File: config.mk
export PLATFORM = sky130hd
export DESIGN_NAME = clrc_device_flat
export DESIGN_NICKNAME = d
export VERILOG_FILES = /design/src/pkg/clrc_pkg.sv /design/src/pkg/clrc_spi_if.sv /design/src/hw/clrc_device.sv /design/src/flat_wrapper.sv
export SDC_FILE = /design/constraint.sdc
export NUM_CORES = 1
export LEC_CHECK = 0
export BUFFER_PORTS_ARGS = -buffer_cell sky130_fd_sc_hd__buf_4
export CAP_MARGIN = 20
export CORE_ASPECT_RATIO = 1.25
export CORE_MARGIN = 2
export CORE_UTILIZATION = 56
export DETAILED_ROUTE_END_ITERATION = 6
export PLACE_DENSITY = 0.72
export SETUP_SLACK_MARGIN = 0.2
export SLEW_MARGIN = 10
export SYNTH_ARGS = -nofsm -noshare
export SYNTH_HDL_FRONTEND = slang
export SYNTH_SLANG_ARGS = --single-unit
File: constraint.sdc
create_clock -name i_sys_clk -period 3.8 [get_ports i_sys_clk]
set_input_delay 0.38 -clock i_sys_clk [delete_from_list [all_inputs] [get_ports i_sys_clk]]
set_output_delay 0.38 -clock i_sys_clk [all_outputs]
set_load 0.05 [all_outputs]
File: src/pkg/clrc_pkg.sv
// Shared constants for the crank latch and reset controller pair.
// Assumes both ends run on one 125 MHz system clock, SPI mode 0, MSB first.
//
// Behaviour
// Latch enable is one after reset.
// Pin or request bit sets latch.
// Host clears requests before dropping latch.
// Configuration read bit 3 shows channel state.
// No stand-by while channel is on. The code drops o_standby one cycle after o_ch5_gate rises.
// Resets clear registers, not power stage.
// First frame returns output register, error set.
// Host waits wake-up delay after reset.
// Reset command bit resets like power-on.
// Host waits transfer delay after command.
// Limp-home holds registers reset, pins drive.
// Limp-home keeps reads, discards writes.
// Limp-home pin high enters limp-home.
// Frame is flag, bank, address, data.
// Read bit 1 is stand-by flag.
// Configuration bit 2 is latch enable.
// Default mux and channel off enters stand-by.
// Latch disabled during limp-home.
// Configuration bit 0 stored and read back.
// Write bit 3 ignored, reset not stored.
package clrc_pkg;
    // ------------------------------------------------------------
    // Frame layout
    // ------------------------------------------------------------
    localparam int FRAME_BITS = 8;
    localparam int F_WRITE = 7;
    localparam int F_SEL_HI = 6;
    localparam int F_SEL_LO = 4;
    localparam int F_DATA_HI = 3;
    localparam logic [3:0] FRAME_LEN = 4'h8;
    // ------------------------------------------------------------
    // Register selects: {bank, address}
    // ------------------------------------------------------------
    localparam logic [2:0] SEL_OUT = 3'h0;
    localparam logic [2:0] SEL_MUX = 3'h1;
    localparam logic [2:0] SEL_STATUS = 3'h2;
    localparam logic [2:0] SEL_CONFIG = 3'h6;
    // ------------------------------------------------------------
    // Configuration fields and reset values
    // ------------------------------------------------------------
    localparam int CFG_CH5 = 3;
    localparam int CFG_LCH = 2;
    localparam int CFG_STB_RST = 1;
    localparam int CFG_BIT0 = 0;
    localparam int OUT_CH5 = 0;
    localparam int STAT_LIMP = 0;
    localparam logic LCH_RESET = 1'b1;
    localparam logic BIT0_RESET = 1'b0;
    localparam logic [2:0] OUT_RESET = 3'h0;
    localparam logic [2:0] MUX_DEFAULT = 3'h7;
    // ------------------------------------------------------------
    // Synchroniser vector positions and reset levels
    // ------------------------------------------------------------
    localparam int SY_SCLK = 0;
    localparam int SY_CSN = 1;
    localparam int SY_MOSI = 2;
    localparam int SY_PIN = 3;
    localparam int SY_LHI = 4;
    localparam logic [4:0] SYNC_RESET = 5'h02;
    // ------------------------------------------------------------
    // Timing
    // ------------------------------------------------------------
    localparam int CLK_PERIOD_NS = 8;
    localparam int T_WAKEUP_NS = 20000;
    localparam int T_CS_TD_NS = 1000;
    localparam int HALF_SCLK_NS = 128;
    localparam logic [11:0] WAKEUP_CYC =
        12'((T_WAKEUP_NS + CLK_PERIOD_NS - 1) / CLK_PERIOD_NS);
    localparam logic [11:0] CS_TD_CYC =
        12'((T_CS_TD_NS + CLK_PERIOD_NS - 1) / CLK_PERIOD_NS);
    localparam logic [11:0] HALF_CYC = 12'(HALF_SCLK_NS / CLK_PERIOD_NS);
    localparam logic [11:0] GAP_CYC = 12'(2 * (HALF_SCLK_NS / CLK_PERIOD_NS));
    localparam logic [4:0] HOST_EDGES = 5'h10;
    // ------------------------------------------------------------
    // Host command port
    // ------------------------------------------------------------
    localparam logic [1:0] HOST_TX = 2'h0;
    localparam logic [1:0] HOST_STAT = 2'h1;
    localparam logic [1:0] HOST_RX = 2'h2;
    typedef enum logic [1:0] {
        H_IDLE = 2'h0,
        H_SHIFT = 2'h1,
        H_GAP = 2'h3
    } clrc_hstate_t;
endpackage : clrc_pkg

File: src/pkg/clrc_spi_if.sv
// SPI link between host and controller.
// Assumes MISO is released when not driven; the line then reads high.
`timescale 1ns/1ps
`default_nettype none
interface clrc_spi_if;
    logic sclk;
    logic cs_n;
    logic mosi;
    logic miso;
    logic miso_oe;
    wire miso_line;
    // Pull-up when the controller lets go of the line
    assign miso_line = miso_oe ? miso : 1'b1;
    modport dev (input sclk, input cs_n, input mosi,
                 output miso, output miso_oe);
    modport host (output sclk, output cs_n, output mosi,
                  input miso_line);
endinterface : clrc_spi_if
`default_nettype wire

File: src/hw/clrc_device.sv
// Controller end: channel 5 latch, stand-by, resets, limp-home, SPI slave.
// Assumes SPI pins and channel pins come from outside the system clock.
//
// Added by the designer: the strobed register port and the register addresses.
`timescale 1ns/1ps
`default_nettype none
module clrc_device import clrc_pkg::*; (
    // Clock and reset
    input wire logic i_sys_clk,
    input wire logic i_reset,
    // SPI link
    clrc_spi_if.dev spi,
    // Channel and mode pins
    input wire logic i_ch5_input_pin,
    input wire logic i_limp_home_input,
    // Power stage and status
    output logic o_ch5_gate,
    output logic o_standby,
    output logic o_thermal_latch_clear,
    output logic o_limp_home_active
);
    // ------------------------------------------------------------
    // Input synchronisers
    // ------------------------------------------------------------
    logic [4:0] raw;
    logic [4:0] s1_q;
    logic [4:0] s2_q;
    logic [4:0] s3_q;
    logic [4:0] f_q;
    logic [4:0] f_d;
    logic [4:0] fp_q;
    assign raw = {i_limp_home_input, i_ch5_input_pin, spi.mosi, spi.cs_n,
                  spi.sclk};
    // Take a change only once the second and third stages agree
    assign f_d = (s2_q & s3_q) | (f_q & (s2_q ^ s3_q));
    always_ff @(posedge i_sys_clk) begin
        if (i_reset) begin
            s1_q <= SYNC_RESET;
            s2_q <= SYNC_RESET;
            s3_q <= SYNC_RESET;
            f_q <= SYNC_RESET;
            fp_q <= SYNC_RESET;
        end else begin
            s1_q <= raw;
            s2_q <= s1_q;
            s3_q <= s2_q;
            f_q <= f_d;
            fp_q <= f_q;
        end
    end

    wire sclk_rise = f_q[SY_SCLK] & ~fp_q[SY_SCLK];
    wire sclk_fall = ~f_q[SY_SCLK] & fp_q[SY_SCLK];
    wire cs_active = ~f_q[SY_CSN];
    wire cs_fall = ~f_q[SY_CSN] & fp_q[SY_CSN];
    wire cs_rise = f_q[SY_CSN] & ~fp_q[SY_CSN];
    wire pin = f_q[SY_PIN];
    // limp-home entry
    wire limp = f_q[SY_LHI];
    wire limp_rise = f_q[SY_LHI] & ~fp_q[SY_LHI];

    // ------------------------------------------------------------
    // Register state
    // ------------------------------------------------------------
    logic lch_q;
    logic bit0_q;
    logic req_q;
    logic [2:0] out_hi_q;
    logic [2:0] mux_q;
    logic cmd_rst_q;
    logic latch_q;
    logic ch5_on;
    logic stb_q;
    logic ter_q;
    logic [2:0] last_sel_q;
    logic [7:0] rx_q;
    logic [7:0] tx_q;
    logic [3:0] bits_q;
    logic miso_q;
    logic miso_oe_q;

    function automatic logic [3:0] reg_read(input logic [2:0] sel,
                                            input logic ch5,
                                            input logic crank_latch_enable,
                                            input logic stb,
                                            input logic b0,
                                            input logic [3:0] outr,
                                            input logic [2:0] mux,
                                            input logic lh);
        logic [3:0] r;
        r = 4'h0;
        case (sel)
            // channel state in bit 3; R15: stand-by in bit 1
            SEL_CONFIG: r = {ch5, crank_latch_enable, stb, b0};
            SEL_OUT: r = outr;
            SEL_MUX: r = {1'b0, mux};
            // limp-home status stays readable
            SEL_STATUS: r = {3'h0, lh};
            default: r = 4'h0;
        endcase
        return r;
    endfunction : reg_read

    // frame decode
    wire frame_ok = cs_rise && (bits_q == FRAME_LEN);
    wire frame_bad = cs_rise && (bits_q != FRAME_LEN);
    wire [2:0] rx_sel = rx_q[F_SEL_HI:F_SEL_LO];
    wire [3:0] rx_data = rx_q[F_DATA_HI:0];
    // writes are dropped while in limp-home
    wire wr_en = frame_ok && rx_q[F_WRITE] && !limp;
    wire wr_cfg = wr_en && (rx_sel == SEL_CONFIG);
    wire wr_out = wr_en && (rx_sel == SEL_OUT);
    wire wr_mux = wr_en && (rx_sel == SEL_MUX);
    // any reset source clears registers
    // limp-home holds writable registers at reset
    wire reg_rst = i_reset | cmd_rst_q | limp;
    wire rst_evt = i_reset | cmd_rst_q | limp_rise;
    wire [3:0] rd_now = reg_read(last_sel_q, ch5_on, lch_q, stb_q, bit0_q,
                                 {out_hi_q, req_q}, mux_q, limp);
    wire [7:0] resp = {ter_q, last_sel_q, rd_now};

    // ------------------------------------------------------------
    // Writable registers
    // ------------------------------------------------------------
    always_ff @(posedge i_sys_clk) begin
        if (reg_rst) begin
            // latch enabled after every reset
            lch_q <= LCH_RESET;
            bit0_q <= BIT0_RESET;
            req_q <= 1'b0;
            out_hi_q <= OUT_RESET;
            mux_q <= MUX_DEFAULT;
        end else begin
            if (wr_cfg) begin
                // latch enable at bit 2
                lch_q <= rx_data[CFG_LCH];
                // bit 0 stored as written
                bit0_q <= rx_data[CFG_BIT0];
            end
            if (wr_out) begin
                req_q <= rx_data[OUT_CH5];
                out_hi_q <= rx_data[F_DATA_HI:1];
            end
            if (wr_mux) begin
                mux_q <= rx_data[2:0];
            end
        end
    end

    // reset command is a one-cycle pulse
    // bit 3 ignored, command not stored
    always_ff @(posedge i_sys_clk) begin
        if (i_reset) begin
            cmd_rst_q <= 1'b0;
        end else begin
            cmd_rst_q <= wr_cfg & rx_data[CFG_STB_RST];
        end
    end

    // ------------------------------------------------------------
    // Channel 5 latch and stand-by
    // ------------------------------------------------------------
    // in limp-home the output follows its pin only
    assign ch5_on = limp ? pin : (latch_q | pin | req_q);
    // Of the resets only system reset and limp-home clear the latch, so a soft reset keeps the load
    always_ff @(posedge i_sys_clk) begin
        if (i_reset) begin
            latch_q <= 1'b0;
            stb_q <= 1'b0;
            o_ch5_gate <= 1'b0;
            o_standby <= 1'b0;
            o_thermal_latch_clear <= 1'b0;
            o_limp_home_active <= 1'b0;
        end else begin
            // latch off during limp-home
            if (limp || !lch_q) begin
                latch_q <= 1'b0;
            // set by pin or request bit
            end else if (pin || req_q) begin
                latch_q <= 1'b1;
            end
            // stand-by on default mux with channel off
            // dropped one cycle after channel 5 turns on
            stb_q <= (mux_q == MUX_DEFAULT) && !ch5_on && !limp;
            o_thermal_latch_clear <= (mux_q == MUX_DEFAULT) && !ch5_on &&
                                     !limp && !stb_q;
            o_ch5_gate <= ch5_on;
            o_standby <= stb_q;
            o_limp_home_active <= limp;
        end
    end

    // ------------------------------------------------------------
    // SPI slave
    // ------------------------------------------------------------
    always_ff @(posedge i_sys_clk) begin
        if (i_reset) begin
            rx_q <= 8'h00;
            tx_q <= 8'h00;
            bits_q <= 4'h0;
            miso_q <= 1'b1;
            miso_oe_q <= 1'b0;
        end else begin
            miso_oe_q <= cs_active;
            if (cs_fall) begin
                tx_q <= resp;
                miso_q <= resp[FRAME_BITS - 1];
                bits_q <= 4'h0;
            end else if (cs_active && sclk_rise) begin
                rx_q <= {rx_q[6:0], f_q[SY_MOSI]};
                if (bits_q != 4'hf) begin
                    bits_q <= bits_q + 4'h1;
                end
            end else if (cs_active && sclk_fall) begin
                tx_q <= {tx_q[6:0], 1'b0};
                miso_q <= tx_q[6];
            end
        end
    end

    // after reset answer the output register with error set
    always_ff @(posedge i_sys_clk) begin
        if (rst_evt) begin
            ter_q <= 1'b1;
            last_sel_q <= SEL_OUT;
        end else begin
            // A bad frame on the same cycle wins over the clear
            if (frame_bad) begin
                ter_q <= 1'b1;
            end else if (cs_fall) begin
                ter_q <= 1'b0;
            end
            if (frame_ok) begin
                last_sel_q <= rx_sel;
            end
        end
    end

    assign spi.miso = miso_q;
    assign spi.miso_oe = miso_oe_q;
endmodule : clrc_device
`default_nettype wire

File: src/flat_wrapper.sv
// flat-port wrapper written by rule: the top's interface ports become plain ports
module clrc_device_flat import clrc_pkg::*;
  (i_sys_clk, i_reset, i_ch5_input_pin, i_limp_home_input, o_ch5_gate, o_standby, o_thermal_latch_clear, o_limp_home_active, spi_sclk, spi_cs_n, spi_mosi, spi_miso, spi_miso_oe);
  clrc_spi_if spi_i ();
  input wire logic i_sys_clk;
  input wire logic i_reset;
  input wire logic i_ch5_input_pin;
  input wire logic i_limp_home_input;
  output logic o_ch5_gate;
  output logic o_standby;
  output logic o_thermal_latch_clear;
  output logic o_limp_home_active;
  input wire logic [$bits(spi_i.sclk)-1:0] spi_sclk;
  input wire logic [$bits(spi_i.cs_n)-1:0] spi_cs_n;
  input wire logic [$bits(spi_i.mosi)-1:0] spi_mosi;
  output wire logic [$bits(spi_i.miso)-1:0] spi_miso;
  output wire logic [$bits(spi_i.miso_oe)-1:0] spi_miso_oe;
  assign spi_i.sclk = spi_sclk;
  assign spi_i.cs_n = spi_cs_n;
  assign spi_i.mosi = spi_mosi;
  assign spi_miso = spi_i.miso;
  assign spi_miso_oe = spi_i.miso_oe;
  clrc_device u_core (.i_sys_clk(i_sys_clk), .i_reset(i_reset), .spi(spi_i), .i_ch5_input_pin(i_ch5_input_pin), .i_limp_home_input(i_limp_home_input), .o_ch5_gate(o_ch5_gate), .o_standby(o_standby), .o_thermal_latch_clear(o_thermal_latch_clear), .o_limp_home_active(o_limp_home_active));
endmodule
# Word level (Yosys, flattened, before mapping)
# Cells that the tools add are included.
[word_totals]
regBits = 66
elab_cells = 91
[op_classes]
add_sub_neg = 1
n_eq_ne = 10
muxes = 8
n_bitwise = 21
reduce_logical = 27
[ops]
columns = ["operator", "count"]
rows = [
  ["$mux W7", 3],
  ["$pmux W4 S4", 1],
  ["$logic_and A1 B1 Y1", 12],
  ["$and A5 B5 Y5", 2],
  ["$eq A3 B3 Y1 const B", 3],
  ["$ne A4 B4 Y1 const B", 2],
  ["$and A1 B1 Y1", 6],
  ["$eq A3 B1 Y1 const B", 2],
  ["$logic_not A3 Y1", 2],
  ["$not A1 Y1", 6],
  ["$reduce_and A2 Y1", 3],
  ["$reduce_or A2 Y1", 3],
  ["$or A1 B1 Y1", 5],
  ["$or A5 B5 Y5", 1],
  ["$xor A5 B5 Y5", 1],
  ["$add A4 B1 Y4 const B", 1],
  ["$eq A4 B4 Y1 const B", 1],
  ["$logic_not A1 Y1", 4],
  ["$mux W1", 4],
  ["$eq A3 B2 Y1 const B", 1],
  ["$logic_or A1 B1 Y1", 2],
  ["$ne A2 B1 Y1 const B", 1],
  ["$reduce_bool A2 Y1", 1],
]

# Logic depth before layout (Yosys ltp)
[depth]
word_depth = 7
mapped_depth = 7
ltp_nobuf = 6

# Worst setup path after synthesis
# OpenSTA, ideal clock, no wires.
[synth_timing]
kind = "register -> register"
startpoint = "register u_core.bits_q[0]"
endpoint = "register u_core.out_hi_q[0]"
t_arrival_ps = 1357
setup_slack_ps = 2325
stages_incl_launch_ff = 8
period_less_slack_ps = 1475
path_cell_list = "dfxtp_1 > inv_1 > ha_1 > nand3b_1 > or3_1 > clkbuf_2 > nand3_1 > o21ai_1"
[synth_between]
elab_chain_len = 5
[synth_rtl]
columns = ["element", "line_no", "text"]
rows = [
  ["start: declaration", "clrc_device.sv:78", "logic [3:0] bits_q;"],
  ["start signal: assignment", "clrc_device.sv:212", "bits_q <= bits_q + 4'h1;"],
  ["$eq A4 B4 Y1", "clrc_device.sv:105", "wire frame_ok = cs_rise && (bits_q == FRAME_LEN);"],
  ["$logic_and A1 B1 Y1", "clrc_device.sv:105", ""],
  ["$logic_and A1 B1 Y1 (2 in series)", "clrc_device.sv:110", "wire wr_en = frame_ok && rx_q[F_WRITE] && !limp;"],
  ["$logic_and A1 B1 Y1", "clrc_device.sv:112", "wire wr_out = wr_en && (rx_sel == SEL_OUT);"],
  ["end signal: assignment", "clrc_device.sv:142", "out_hi_q <= rx_data[F_DATA_HI:1];"],
  ["end: declaration", "clrc_device.sv:68", "logic [2:0] out_hi_q;"],
]
# No other way between the ends.
# A chain may end at the register's enable or synchronous reset.

# Final worst setup path
[layout_timing]
startpoint = "register u_core.bits_q[0]"
endpoint = "register u_core.out_hi_q[2]"
# The elaborated chain is that of the path after synthesis.

==> metrics.cfg <==
[power]
clkPwrFrac_pct = 44.8
power.switching_mw = 0.279
p_seq_share_pct = 51.3
power_density_nw_per_um2 = 472
ir_worst_vdd_v = 0.000323
power_frac_comb_pct = 3.9
sw_frac_of_total_pct = 21.0
leakage_nw = 1.07
internal_power_mw = 1.05

[timing]
finClkSkew_ns = 0.00817
hold_ws_ns = 0.222
worst_slew_pin_slew_ns = 0.568
hold_viol = 0
setup_viol = 0
fmax_mhz = 611
finalMaxSlewViolations = 0
fin_crit_sh_pct = 43.1
grt_setup_unrepaired = false
slew_headroom_pct = 61.9
fin_setup_tns_ns = 0
period_needed_ns = 1.64
fin_ws_ns = 2.16

[place]
post_dp_cell_area_um2 = 2610
portBuffers = 12
hpwl_um = 3120
gp_congestion = 0.816
post-place-ws_ns = 2.19

[logic_synthesis]
synth_cell_types = 50
syn_area_um2 = 2530
yosys-top-cells-area = dfxtp_1 50%, mux2i_1 4.4%, nor2b_1 4.2%
synth_enable_flop_cells = 0
async_flop_share_pct = 0
synth_nets = 274
yosysSeqAreaShare_pct = 49.9
synth_largest_area_cell = dfxtp_1
synth_seq_cells = 63
yosysTopAreaCellShare_pct = 49.9
syn_area_per_cell_um2 = 9.72
yosys_warnings = 0
synthFlopType = dfxtp_1
netlist_instances = 260

[clock_tree]
cts_root_buffer = clkbuf_8
clkLatencyLatePin_ns = 0.34
cts-hold-fix-buffers = 0
post_cts_resized = 0
cts_setup_buffers = 0
clk_pin_slew_ns = 0.07
cts.sink_count = 63
cts-htree-levels = 3
cts_max_path_buffers = 2
numCtsBuffers = 9
cts_tree = yes

[floorplan]
die_y_um = 79.1
initial_core_util_pct = 58.0
die_area_um2 = 5070
num_io_pins = 13
die_w_um = 64.1
fp-row-count = 27
core-area_um2 = 4360

[grt]
overflow = 0
antenna_found_initial = 0
grt_pass1_vias = 1717
track_usage_pct = 21.2
grt_max_degree = 47
grt_pass1_wl_um = 7980

[worst_hold_path]
hold_class = in -> reg
whs_path_depth = 2

[route]
drc = 0
first_iter_violations = 48
firstDrtPassIters = 4
num_vias = 1777
antenna_left = 0
routedWlPerCell_um = 13.8
vias_per_cell = 5.34
totalWireLength_um = 4600

[cells_and_area]
fin_nets = 284
final_cell_area_um2 = 2810
drive_above_1_share_pct = 15.3
antenna_cells = 0
area_growth_pct = 11.4

[critical_path]
crit_buf_inv = 1
cpLargestDelayFamily = simple AND/OR/NAND/NOR gates
critPathArrivalTime_ns = 1.86
cp_max_fo = 8
cp-end-kind = register
path_class = reg -> reg
critPathMaxStageDelay_ns = 0.55
worstPathCellList = inv_1 > ha_1 > nand3b_1 > or3_1 > nand3_1 > o21ai_1
crit_cells = 6
worstRegToRegCells = 6
critPathSlowestCell = or3_1
cp_data_required_time_ns = 4.02
start_kind = register

[flow_run]
max_cap_viol_count = 0

[status]
status = completed

-- synthesized netlist by cell type, types with 5 or more instances --
cell and number:
a21oi_1 18, dfxtp_1 63, ha_1 7, inv_1 5, mux2i_1 11, nand2_1 25, nand3_1 9, nor2_1 27
nor2b_1 17, nor3_1 10
-- power groups by stage --
stage | Clock, mW | Combinational (mW) | Sequential, mW
after floorplan | 0 | 0.0350 | 0.701
after global placement | 0 | 0.0521 | 0.696
after detailed placement | 0 | 0.0527 | 0.696
after CTS | 0.609 | 0.0532 | 0.681
after global routing | 0.639 | 0.0584 | 0.683
final | 0.595 | 0.0525 | 0.681
-- layer usage --
layer / track usage [%] / share of wire (%) / vias to the layer above
li1: - / - / 919
met1: 25.7 / 46 / 820
met2: 33.5 / 48 / 28
met3: 6.09 / 3.4 / 10
met4: 11.7 / 2.3 / 0
met5: 0 / 0 / -
-- worst register-to-register path: cells and delay by family (launching register included) --
family                   cells  cell delay (ns)
AO/OA/AOI/OAI                1             0.07
adder cells (fa/ha/maj)      1             0.15
buffers and inverters        1             0.09
flip-flops                   1             0.33
AND/OR/NAND/NOR              3             0.89
-- cells by family (layout without fill, tap and decap cells) --
logic type / Yosys count / after routing / share of synthesized area (%)
adders and majority gates: 7 / 7 / 3.47
muxes: 11 / 11 / 4.36
and+or+nand+nor: 115 / 115 / 25.4
AOI/OAI and AO/OA: 43 / 43 / 11.7
xor gates and xnor gates: 3 / 3 / 1.04
buffers and inverters: 18 / 33 / 4.06
DFF: 63 / 63 / 49.9
-- metrics by stage --
stage / power, mW / utilization, % / instances
2_1_floorplan: 0.736 / - / 260
3_3_place_gp: 0.748 / 59.8 / 317
3_5_place_dp: 0.749 / 59.8 / 317
4_1_cts: 1.34 / 64.6 / 333
5_1_grt: 1.38 / 64.6 / 333
6_report: 1.33 / 64.6 / 333
-- state kept, by name, summed over array words and instances (netlist names), 3 cells and up --
name	count
u_core.mux_q	3
u_core.f_q	5
u_core.bits_q	4
u_core.out_hi_q	3
u_core.last_sel_q	3
u_core.s3_q	5
u_core.s2_q	5
u_core.rx_q	8
u_core.s1_q	5
u_core.fp_q	3
u_core.tx_q	7
-- worst paths after layout --
path	startpoint	to	slack, ns
setup reg to reg	u_core.bits_q[0]	u_core.out_hi_q[2]	2.16
hold reg to reg	u_core.s1_q[1]	u_core.s2_q[1]	0.41
setup / recovery	u_core.bits_q[0]	u_core.out_hi_q[2]	2.16
hold / removal	spi_cs_n	u_core.s1_q[1]	0.22
-- cell usage in the layout (no fill, tap or decap), types with 2 or more instances in the layout --
master,synthesis,routed
a211oi_1,4,4
ha_1,7,7
or2_2,4,4
clkinv_2,0,2
mux2i_1,11,11
and3b_1,2,2
o21ai_1,4,4
nand3_1,9,9
or3_1,2,2
inv_1,5,5
nand2b_1,4,4
nand3b_1,2,2
xor2_1,2,2
nor3_1,10,10
nand2_1,25,25
a221oi_1,3,3
dfxtp_1,63,63
o21ai_0,2,2
o2bb2ai_1,2,2
clkbuf_8,0,12
buf_4,0,12
a21oi_1,18,18
nor2b_1,17,17
nor2_1,27,27
-- area by class of cell --
type / instances / area [µm²]
fillers: 365 / 1540
clock buffers: 13 / 169
well taps: 58 / 72.6
repair buffers: 12 / 90.1
inverters: 5 / 18.8
clock inverters: 3 / 40.0
multi-input cells: 179 / 1160
flip-flops and latches: 63 / 1260
(Power assumes the default switching activity.)
